$ cat src/pkg/pg_pkg.sv
package pg_pkg;
   // Clock rate of the regulator's internal logic clock
   localparam int CLK_HZ = 10_000_000;
   localparam int CLK_NS = 1_000_000_000 / CLK_HZ;
   // Filter and delay times, in microseconds
   localparam int FAULT_FILTER_US   = 20;
   localparam int RELEASE_DELAY_US  = 256;
   localparam int SOFT_LIMIT_US     = 5000;
   // Derived cycle counts: least times round up
   localparam int FAULT_FILTER_CYC  = (FAULT_FILTER_US * 1000 + CLK_NS - 1) / CLK_NS;
   localparam int RELEASE_DELAY_CYC = (RELEASE_DELAY_US * 1000 + CLK_NS - 1) / CLK_NS;
   localparam int SOFT_LIMIT_CYC    = (SOFT_LIMIT_US * 1000 + CLK_NS - 1) / CLK_NS;
   localparam int CNT_W             = 16;
   // Reset value of the flag pin: pulled low
   localparam logic FLAG_RESET_LOW  = 1'b1;
endpackage

$ cat src/pkg/pg_timer_if.sv
`timescale 1ns/1ps
interface pg_timer_if;
   logic qualify;
   logic expired;
   modport owner (output qualify, input expired);
   modport timer (input qualify, output expired);
endinterface

$ cat src/hw/power_good_supervisor.sv
`timescale 1ns/1ps
module power_good_supervisor (
   input  wire logic clk,
   input  wire logic rst,
   input  wire logic fbBelowUv,
   input  wire logic fbInsideUvHyst,
   input  wire logic fbAboveOv,
   input  wire logic fbInsideOvHyst,
   input  wire logic overtempRising,
   input  wire logic overtempFalling,
   input  wire logic enableAboveRising,
   input  wire logic enableAboveFalling,
   input  wire logic supplyAboveLockout,
   input  wire logic supplyAboveLockoutHyst,
   input  wire logic hiccupRecover,
   output logic      powerGoodFlagOut,
   output logic      powerGoodFlagOe,
   output logic      softStartActive
);
   import pg_pkg::*;

   // One-hot soft-start states; the idle state follows reset or any illegal code
   typedef enum logic [2:0] {
      SS_IDLE = 3'b001,
      SS_RAMP = 3'b010,
      SS_DONE = 3'b100
   } ss_state_t;

   // Whole state in one record: sync stages, faults, soft start, pins
   typedef struct packed {
      // Two flops per comparator before any logic reads it
      logic [1:0]       fbUvSync;
      logic [1:0]       fbUvhSync;
      logic [1:0]       fbOvSync;
      logic [1:0]       fbOvhSync;
      logic [1:0]       otrSync;
      logic [1:0]       otfSync;
      logic [1:0]       enrSync;
      logic [1:0]       enfSync;
      logic [1:0]       vccSync;
      logic [1:0]       vcchSync;
      logic [1:0]       hicSync;
      // Latched fault sources, each with its own end condition
      logic             windowFault;
      logic             thermalFault;
      logic             enableFault;
      logic             supplyFault;
      // Soft-start sequencer and its limit counter
      ss_state_t        ss;
      logic [CNT_W-1:0] ssCount;
      // Flag drive, plus registered copies of the pins
      logic             flagLowReg;
      logic             flagOe;
      logic             ssBusy;
   } state_t;

   state_t stateReg, stateNext;
   // Views of the synchronised comparators and the soft-start trigger
   logic   outsideWindow;
   logic   inRegulation;
   logic   anyFault;
   logic   ssTrigger;
   // Thermal, enable and supply recovery edges plus the hiccup level, each one a soft-start trigger
   logic   thermalEnds;
   logic   enableEnds;
   logic   supplyEnds;
   logic   hiccupEnds;

   // One qualify/expired bundle per timer
   pg_timer_if filterIf();
   pg_timer_if releaseIf();

   // Excursions count only once they outlast the whole filter time
   pg_timer #(.CYCLES(FAULT_FILTER_CYC), .W(CNT_W)) faultFilter (
      .clk (clk),
      .rst (rst),
      .tif (filterIf)
   );

   // Release waits this long after the last fault and soft start end
   pg_timer #(.CYCLES(RELEASE_DELAY_CYC), .W(CNT_W)) releaseDelay (
      .clk (clk),
      .rst (rst),
      .tif (releaseIf)
   );

   // Comparator outputs after the second stage only
   always_comb begin
      outsideWindow = stateReg.fbUvSync[1] | stateReg.fbOvSync[1];
      inRegulation  = stateReg.fbUvhSync[1] & stateReg.fbOvhSync[1];
      anyFault      = stateReg.windowFault | stateReg.thermalFault
                    | stateReg.enableFault | stateReg.supplyFault;
   end

   // Timer qualifiers
   assign filterIf.qualify  = outsideWindow;
   assign releaseIf.qualify = !anyFault && stateReg.ss == SS_DONE;

   // Fault tracking, soft start sequencing and flag drive
   always_comb begin
      stateNext = stateReg;
      // Two-stage synchronisers on every analog comparator input
      stateNext.fbUvSync  = {stateReg.fbUvSync[0],  fbBelowUv};
      stateNext.fbUvhSync = {stateReg.fbUvhSync[0], fbInsideUvHyst};
      stateNext.fbOvSync  = {stateReg.fbOvSync[0],  fbAboveOv};
      stateNext.fbOvhSync = {stateReg.fbOvhSync[0], fbInsideOvHyst};
      stateNext.otrSync   = {stateReg.otrSync[0],   overtempRising};
      stateNext.otfSync   = {stateReg.otfSync[0],   overtempFalling};
      stateNext.enrSync   = {stateReg.enrSync[0],   enableAboveRising};
      stateNext.enfSync   = {stateReg.enfSync[0],   enableAboveFalling};
      stateNext.vccSync   = {stateReg.vccSync[0],   supplyAboveLockout};
      stateNext.vcchSync  = {stateReg.vcchSync[0],  supplyAboveLockoutHyst};
      stateNext.hicSync   = {stateReg.hicSync[0],   hiccupRecover};

      // Window fault: set after filtered excursion, clear inside hysteresis
      // Only the filter gates it; soft start plays no part here
      if (filterIf.expired) begin
         stateNext.windowFault = 1'b1;
      end else if (inRegulation) begin
         stateNext.windowFault = 1'b0;
      end
      // Set beats clear in each fault below
      // Thermal: set above the rising threshold, cleared below the falling one
      if (stateReg.otrSync[1]) begin
         stateNext.thermalFault = 1'b1;
      end else if (!stateReg.otfSync[1] && inRegulation) begin
         stateNext.thermalFault = 1'b0;
      end
      // Enable: any drop below the falling threshold sets it
      if (!stateReg.enfSync[1]) begin
         stateNext.enableFault = 1'b1;
      end else if (stateReg.enrSync[1] && inRegulation) begin
         stateNext.enableFault = 1'b0;
      end
      // Supply: set below level minus hysteresis, ends above the level
      if (!stateReg.vcchSync[1]) begin
         stateNext.supplyFault = 1'b1;
      end else if (stateReg.vccSync[1] && inRegulation) begin
         stateNext.supplyFault = 1'b0;
      end

      // A thermal, enable or supply fault that clears this cycle restarts the ramp
      thermalEnds = stateReg.thermalFault & ~stateNext.thermalFault;
      enableEnds  = stateReg.enableFault & ~stateNext.enableFault;
      supplyEnds  = stateReg.supplyFault & ~stateNext.supplyFault;
      // A held hiccup line keeps the ramp at its start; the count waits
      hiccupEnds  = stateReg.hicSync[1];
      ssTrigger   = thermalEnds | enableEnds | supplyEnds | hiccupEnds;

      // Soft start runs until regulation or the limit time
      unique case (stateReg.ss)
         SS_IDLE: begin
            stateNext.ssCount = '0;
            stateNext.ss      = SS_RAMP;
         end
         SS_RAMP: begin
            // Limit counts from the last trigger, not from the first
            if (inRegulation || stateReg.ssCount == CNT_W'(SOFT_LIMIT_CYC - 1)) begin
               stateNext.ss = SS_DONE;
            end else begin
               stateNext.ssCount = stateReg.ssCount + CNT_W'(1);
            end
         end
         SS_DONE: begin
            // Stays here until a trigger restarts the ramp
         end
         default: begin
            stateNext.ss = SS_IDLE;
         end
      endcase
      // A trigger wins over a ramp exit in the same cycle
      if (ssTrigger) begin
         stateNext.ss      = SS_RAMP;
         stateNext.ssCount = '0;
      end

      // Enable low pulls immediately, without waiting for the filter
      if (!stateReg.enfSync[1] || anyFault || stateReg.ss != SS_DONE) begin
         stateNext.flagLowReg = 1'b1;
      end else if (releaseIf.expired) begin
         stateNext.flagLowReg = 1'b0;
      end

      // Pins come straight from flops; these copies follow the next state
      stateNext.flagOe = ~stateNext.flagLowReg;
      stateNext.ssBusy = stateNext.ss != SS_DONE;
   end

   // One register stage for the whole record
   always_ff @(posedge clk) begin
      if (rst) begin
         // Enable and supply faults start set so the flag stays low
         stateReg             <= '0;
         stateReg.ss          <= SS_IDLE;
         stateReg.enableFault <= 1'b1;
         stateReg.supplyFault <= 1'b1;
         stateReg.flagLowReg  <= FLAG_RESET_LOW;
         stateReg.flagOe      <= ~FLAG_RESET_LOW;
         stateReg.ssBusy      <= 1'b1;
      end else begin
         stateReg <= stateNext;
      end
   end

   // Open drain: only ever drives zero; enable low means pulling
   assign powerGoodFlagOut = 1'b0;
   // The pin reads high only through the far side's pull-up
   assign powerGoodFlagOe  = stateReg.flagOe;
   assign softStartActive  = stateReg.ssBusy;
endmodule

$ cat src/hw/pg_timer.sv
`timescale 1ns/1ps
// Counts while qualify holds; restarts at zero when it drops
module pg_timer #(
   parameter int CYCLES = 1,
   parameter int W      = 16
) (
   input  wire logic   clk,
   input  wire logic   rst,
   pg_timer_if.timer   tif
);
   typedef struct packed {
      logic [W-1:0] count;
      logic         done;
   } state_t;
   state_t stateReg, stateNext;
   localparam logic [W-1:0] LAST = W'(CYCLES - 1);

   // Restart on any dropout so only continuous conditions count
   always_comb begin
      stateNext = stateReg;
      if (!tif.qualify) begin
         stateNext.count = '0;
         stateNext.done  = 1'b0;
      end else if (!stateReg.done) begin
         if (stateReg.count == LAST) begin
            stateNext.done = 1'b1;
         end else begin
            stateNext.count = stateReg.count + W'(1);
         end
      end
   end

   always_ff @(posedge clk) begin
      if (rst) begin
         stateReg <= '0;
      end else begin
         stateReg <= stateNext;
      end
   end

   assign tif.expired = stateReg.done;
endmodule

$ cat config.mk
export PLATFORM = sky130hd
export DESIGN_NAME = power_good_supervisor
export DESIGN_NICKNAME = d
export VERILOG_FILES = /design/src/pkg/pg_pkg.sv /design/src/pkg/pg_timer_if.sv /design/src/hw/power_good_supervisor.sv /design/src/hw/pg_timer.sv
export SDC_FILE = /design/constraint.sdc
export NUM_CORES = 1
export LEC_CHECK = 0
export ABC_AREA = 1
export ABC_CLOCK_PERIOD_IN_PS = 2200
export BUFFER_PORTS_ARGS = -buffer_cell sky130_fd_sc_hd__buf_2
export CORE_UTILIZATION = 60
export CTS_BUF_LIST = sky130_fd_sc_hd__clkbuf_8
export DETAILED_ROUTE_END_ITERATION = 12
export PLACE_DENSITY = 0.88
export SLEW_MARGIN = 25
export SYNTH_ARGS = -nofsm -noshare
export SYNTH_HDL_FRONTEND = slang
export SYNTH_SLANG_ARGS = --single-unit
$ cat constraint.sdc
create_clock -name clk -period 2.2 [get_ports clk]
set_input_delay 0.11 -clock clk [delete_from_list [all_inputs] [get_ports clk]]
set_output_delay 0.11 -clock clk [all_outputs]
set_load 0.05 [all_outputs]
# --- Word-level counts from Yosys, hierarchy flattened ---
# Cells that the tools add are included.
classes:
  mux: 19
  add_sub_neg: 3
  bitwise_logic: 21
  n_eq_ne: 9
  reduce_logical: 18
ops:
  columns: ["cell", "count"]
  rows:
  - ["$add A16 B1 Y16 const B", 3]
  - ["$pmux W16 S2", 1]
  - ["$mux W19", 1]
  - ["$eq A16 B12 Y1 const B", 1]
  - ["$eq A16 B16 Y1 const B", 1]
  - ["$eq A16 B8 Y1 const B", 1]
  - ["$mux W16", 1]
  - ["$mux W1", 14]
  - ["$not A1 Y1", 10]
  - ["$pmux W3 S3", 1]
  - ["$or A1 B1 Y1", 7]
  - ["$ne A3 B3 Y1 const B", 2]
  - ["$reduce_and A2 Y1", 3]
  - ["$reduce_or A2 Y1", 3]
  - ["$and A1 B1 Y1", 4]
  - ["$logic_and A1 B1 Y1", 4]
  - ["$reduce_bool A2 Y1", 2]
  - ["$eq A3 B1 Y1 const B", 1]
  - ["$eq A3 B2 Y1 const B", 1]
  - ["$eq A3 B3 Y1 const B", 1]
  - ["$logic_not A1 Y1", 3]
  - ["$logic_or A1 B1 Y1", 3]
  - ["$mux W3", 1]
  - ["$ne A2 B2 Y1 const B", 1]
totals:
  out_inout_bits: 3
  word_cells: 94
  register_bits: 82
  in_bits: 13

# --- Depth between registers and ports, before layout ---
depth:
  depth_word: 11
  depth_mapped: 12
  ltp_nobuf: 12

# --- Hierarchy ---
# A second synthesis with hierarchy kept.
unflattened:
  hier_cells: 620
  area_unflattened_um2: 4276.6
by_module_without_submodules:
  columns: ["module", "area_per_inst_um2", "cells_per_inst", "seq_area_each_um2", "instances"]
  rows:
  - ["power_good_supervisor", 2077.0, 280, 960.9, 1]
  - ["pg_timer (faultFilter)", 1103.6, 167, 340.3, 1]
  - ["pg_timer (releaseDelay)", 1096.1, 173, 340.3, 1]

# --- Least setup slack after synthesis ---
# Ideal clock, no wire load.
synth_path:
  kind: "reg2reg"
  from: "register stateReg[3] (netlist bit)"
  to: "register stateReg[5] (netlist bit)"
  setup_time_ns: 0.115
  t_arrival_ns: 1.352
  path_buffers: 1
  required_ns: 2.085
  period_less_slack_ns: 1.467
  path_slack_ns: 0.733
  stages_incl_launch_ff: 10
  cell_sequence: "dfxtp_1 > ha_1 > nand3_1 > nor2_1 > nand2_2 > nand3_4 > nand2_4 > buf_6 > a21oi_1 > nor2_1"
synth_between:
  elab_chain_cells: 4
  word_cells_on_any_way: 7
  cone_classes: "add/sub (1); eq/ne (2); mux (2); reduce/logical (2)"
synth_rtl:
  columns: ["element", "line_no", "source"]
  rows:
  - ["from (decl)", "power_good_supervisor.sv:57", "state_t stateReg, stateNext;"]
  - ["from (signal assigned)", "power_good_supervisor.sv:201", "stateReg <= stateNext;"]
  - ["branches (longest 4 deep; another with $add A16 B1 Y16)", null, null]
# Parallel ways; which one is timed is not known. The select of a mux whose other input is x is not followed.
# A chain may end at the register's enable or synchronous reset.

# --- Final worst setup path ---
layout_path:
  from: "register releaseDelay.stateReg[1] (netlist bit)"
  to: "register releaseDelay.stateReg[6] (netlist bit)"
layout_between:
  elab_chain_cells: 3
  word_cells_on_any_way: 4
  cone_classes: "add/sub (1); eq/ne (1); bitwise (1); reduce/logical (1)"
layout_rtl:
  columns: ["element", "line_no", "source"]
  rows:
  - ["from (decl)", "pg_timer.sv:15", "state_t stateReg, stateNext;"]
  - ["from (signal assigned)", "pg_timer.sv:37", "stateReg <= stateNext;"]
  - ["branches (longest 3 deep; another with $add A16 B1 Y16)", null, null]
# Parallel ways; which one is timed is not known.

==> impl_metrics.toml <==
[synthesis]
synth_cells = 577
ys_seq_elements = 82
syn_nets = 593
syn_avg_cell_area_um2 = 6.77
synth_area_um2 = 3900
synth_cell_types = 30
yosysSeqAreaShare_pct = 42.0
synth-warning-count = 0

[floorplanning]
die_h_um = 82.7
die_area_um2 = 6840
core-area_um2 = 6310
num_io_pins = 16
chipWidth_um = 82.7
start_util_pct = 61.9
rows = 29

[global_route]
grt_use_met2_pct = 42.4
grt_pass1_wl_um = 12800
grt_max_degree = 26
track_usage_pct = 24.4
met1_usage_pct = 29.2
grt_pass1_vias = 3102
grt.busiest_layer = "met2"
antenna_found_initial = 0
gr-usage-met3_pct = 4.07
grt-ovfl-total = 0

[drt]
post_drt_wl_per_cell_um = 11.2
postRouteAntennaNets = 0
drc = 0
vias = 3556
first_pass_iters = 5
routed_wl_um = 7710
vias_per_cell = 5.18
dr.first_iter.drc_count = 230

[layout]
final_cell_area_um2 = 4340
nets = 621
fill_cells = 497
drive_above_1_share_pct = 9.34
layout_common_cells = "nand2_1 (135), nor2_1 (91), inv_1 (85), dfxtp_1 (82), nand3_1 (48)"
syn_to_final_growth_pct = 11.0
diodes = 0
final_common_cell = "nand2_1"

[clock_network]
cts.htree.levels = 3
path_clk_slew_ps = 100
cts_buffer_depth = 2
cts_tree = "done"
cts-root-buf = "clkbuf_8"
clock_sinks = 82
cts_buffers = 9
cts_resized = 0
clock_latency_ps = 360

[timing]
holdWs_ps = 38.8
slew_viol_final = 0
finClkSkew_ps = 11.8
slew_headroom_pct = 64.5
clock.fmax_ghz = 0.549
tightest_slew_ps = 533
finalHoldViolCount = 0
period_minus_slack_ps = 1820
final.setup.tns_ps = 0
rsz0062_at_grt = "false"
period_share_pct = 82.8
setup_viol = 0

[placement]
gp_congestion = 0.854
placed_area_um2 = 4020
dpl.hpwl_um = 5160
portBuffers = 14

[worst_setup_path]
end_kind = "flop"
r2r_slack_ps = 380
regToRegStartpoint = "releaseDelay.stateReg[1]$_SDFFE_PP0P_"
path_cells = "ha_1, nand2_1, inv_1, nand2_1, nor2_1, a21oi_2, nand2_1, o21ai_0, nor2_1"
worstSetupPathType = "reg2reg"
slowest_delay_ps = 430
worstRegToRegCells = 9
cp-start-kind = "flop"
slowest_stage = "a21oi_2"
cp.required_ps = 2450
crit_top_cell = "nand2_1"
cp_max_fo = 13
rr_endpoint = "releaseDelay.stateReg[6]$_SDFFE_PP0P_"
cp.arrival_ps = 2070

[min_path]
hold_path_end = "stateReg[22]$_SDFF_PP1_"
hold_path_class = "in2reg"
hold_depth = 3
hold_start = "rst"

[outcome]
status = "complete, no violations"

[power_and_ir_drop]
p_leak_nw = 1.75
ir_drop_mv = 0.724
pwr_density_cell_nw_per_um2 = 683

[job]
cap_violations = 0
-- metrics by stage --
step	cells	setup slack [ps]	utilization, %	power, W
finish	687	379	68.7	0.00296
global route	687	208	68.7	0.00310
CTS	687	399	68.7	0.00298
detailed placement	660	430	63.7	0.00189
global placement	660	546	63.7	0.00188
floorplan	577	733	-	0.00186
-- power by group --
group	leakage (nW)	switching, W	internal, W
registers	0.667	0.0000247	0.00153
clock network	0.104	0.000630	0.000457
logic	0.975	0.000234	0.0000899
-- layout make-up --
class	instances	area [µm²]	share of cell area [%]
clock buffer	9	124	2.86
clock inverter	7	78.8	1.82
inverter	90	338	7.79
multi-input combinational	394	1850	42.8
sequential	82	1640	37.9
tap	77	96.3	2.22
timing repair buffer	28	203	4.68
-- routing by layer --
metal  vias up  wire length, µm
li1       1864                -
met1      1616             3600
met2        64             3740
met3        12              219
met4         0              145
met5         -                0
-- flip-flops by register name (all words and copies together), names as in the netlist --
register / flops
stateReg: 34
faultFilter.stateReg: 16
releaseDelay.stateReg: 16
stateNext: 11
faultFilter.tif.expired: 1
hiccupEnds: 1
powerGoodFlagOe: 1
releaseDelay.tif.expired: 1
softStartActive: 1
-- synthesized netlist by cell type (all sizes together) --
| cell | count | area, µm² |
|---|---|---|
| a21boi | 1 | 7.51 |
| dfxtp | 82 | 1640 |
| a21oi | 42 | 214 |
| nor3 | 12 | 80.1 |
| o21ai | 13 | 65.1 |
| nand2 | 140 | 543 |
| inv | 90 | 338 |
| nand4 | 17 | 106 |
| ha | 3 | 37.5 |
| conb | 1 | 3.75 |
| xor2 | 11 | 96.3 |
| xnor2 | 1 | 8.76 |
| nand3b | 1 | 7.51 |
| nor3b | 1 | 7.51 |
| o21bai | 3 | 22.5 |
| buf | 8 | 60.1 |
| nor2 | 99 | 397 |
| nand3 | 49 | 258 |
| clkbuf | 3 | 11.3 |
-- worst max-delay path: cells and delay by family, from the launching register on --
family          cells  cell delay (ps)
compound gates      2              630
simple gates        5              430
flops               1              340
fa+ha+maj           1              220
buf+inv             1               80
-- cell families after synthesis --
group / share of synthesized area, %
compound gates: 7.91
simple gates: 35.8
other cells: 0.0960
buf+inv: 10.5
xor+xnor: 2.69
fa+ha+maj: 0.961
flops: 42.0
-- repair_timing --
action                                 4_1_cts  5_1_grt
endpoints found under the hold margin       11        0
hold buffers                                11        0
buffers inserted                             0        0
-- how the worst max path moves through the flow --
stage                                               start                                    end  slack (ps)  cells after the start
global route        releaseDelay.stateReg[1]$_SDFFE_PP0P_  releaseDelay.stateReg[6]$_SDFFE_PP0P_         210                      9
detailed placement  releaseDelay.stateReg[1]$_SDFFE_PP0P_  releaseDelay.stateReg[6]$_SDFFE_PP0P_         430                      9
CTS                 releaseDelay.stateReg[1]$_SDFFE_PP0P_  releaseDelay.stateReg[6]$_SDFFE_PP0P_         400                      9
global placement    releaseDelay.stateReg[1]$_SDFFE_PP0P_  releaseDelay.stateReg[6]$_SDFFE_PP0P_         550                      9
finish              releaseDelay.stateReg[1]$_SDFFE_PP0P_  releaseDelay.stateReg[6]$_SDFFE_PP0P_         380                      9
floorplan                        stateReg[3]$_SDFFE_PP0P_               stateReg[5]$_SDFFE_PP0P_         730                      9
Power figures use the tool's default switching activity.
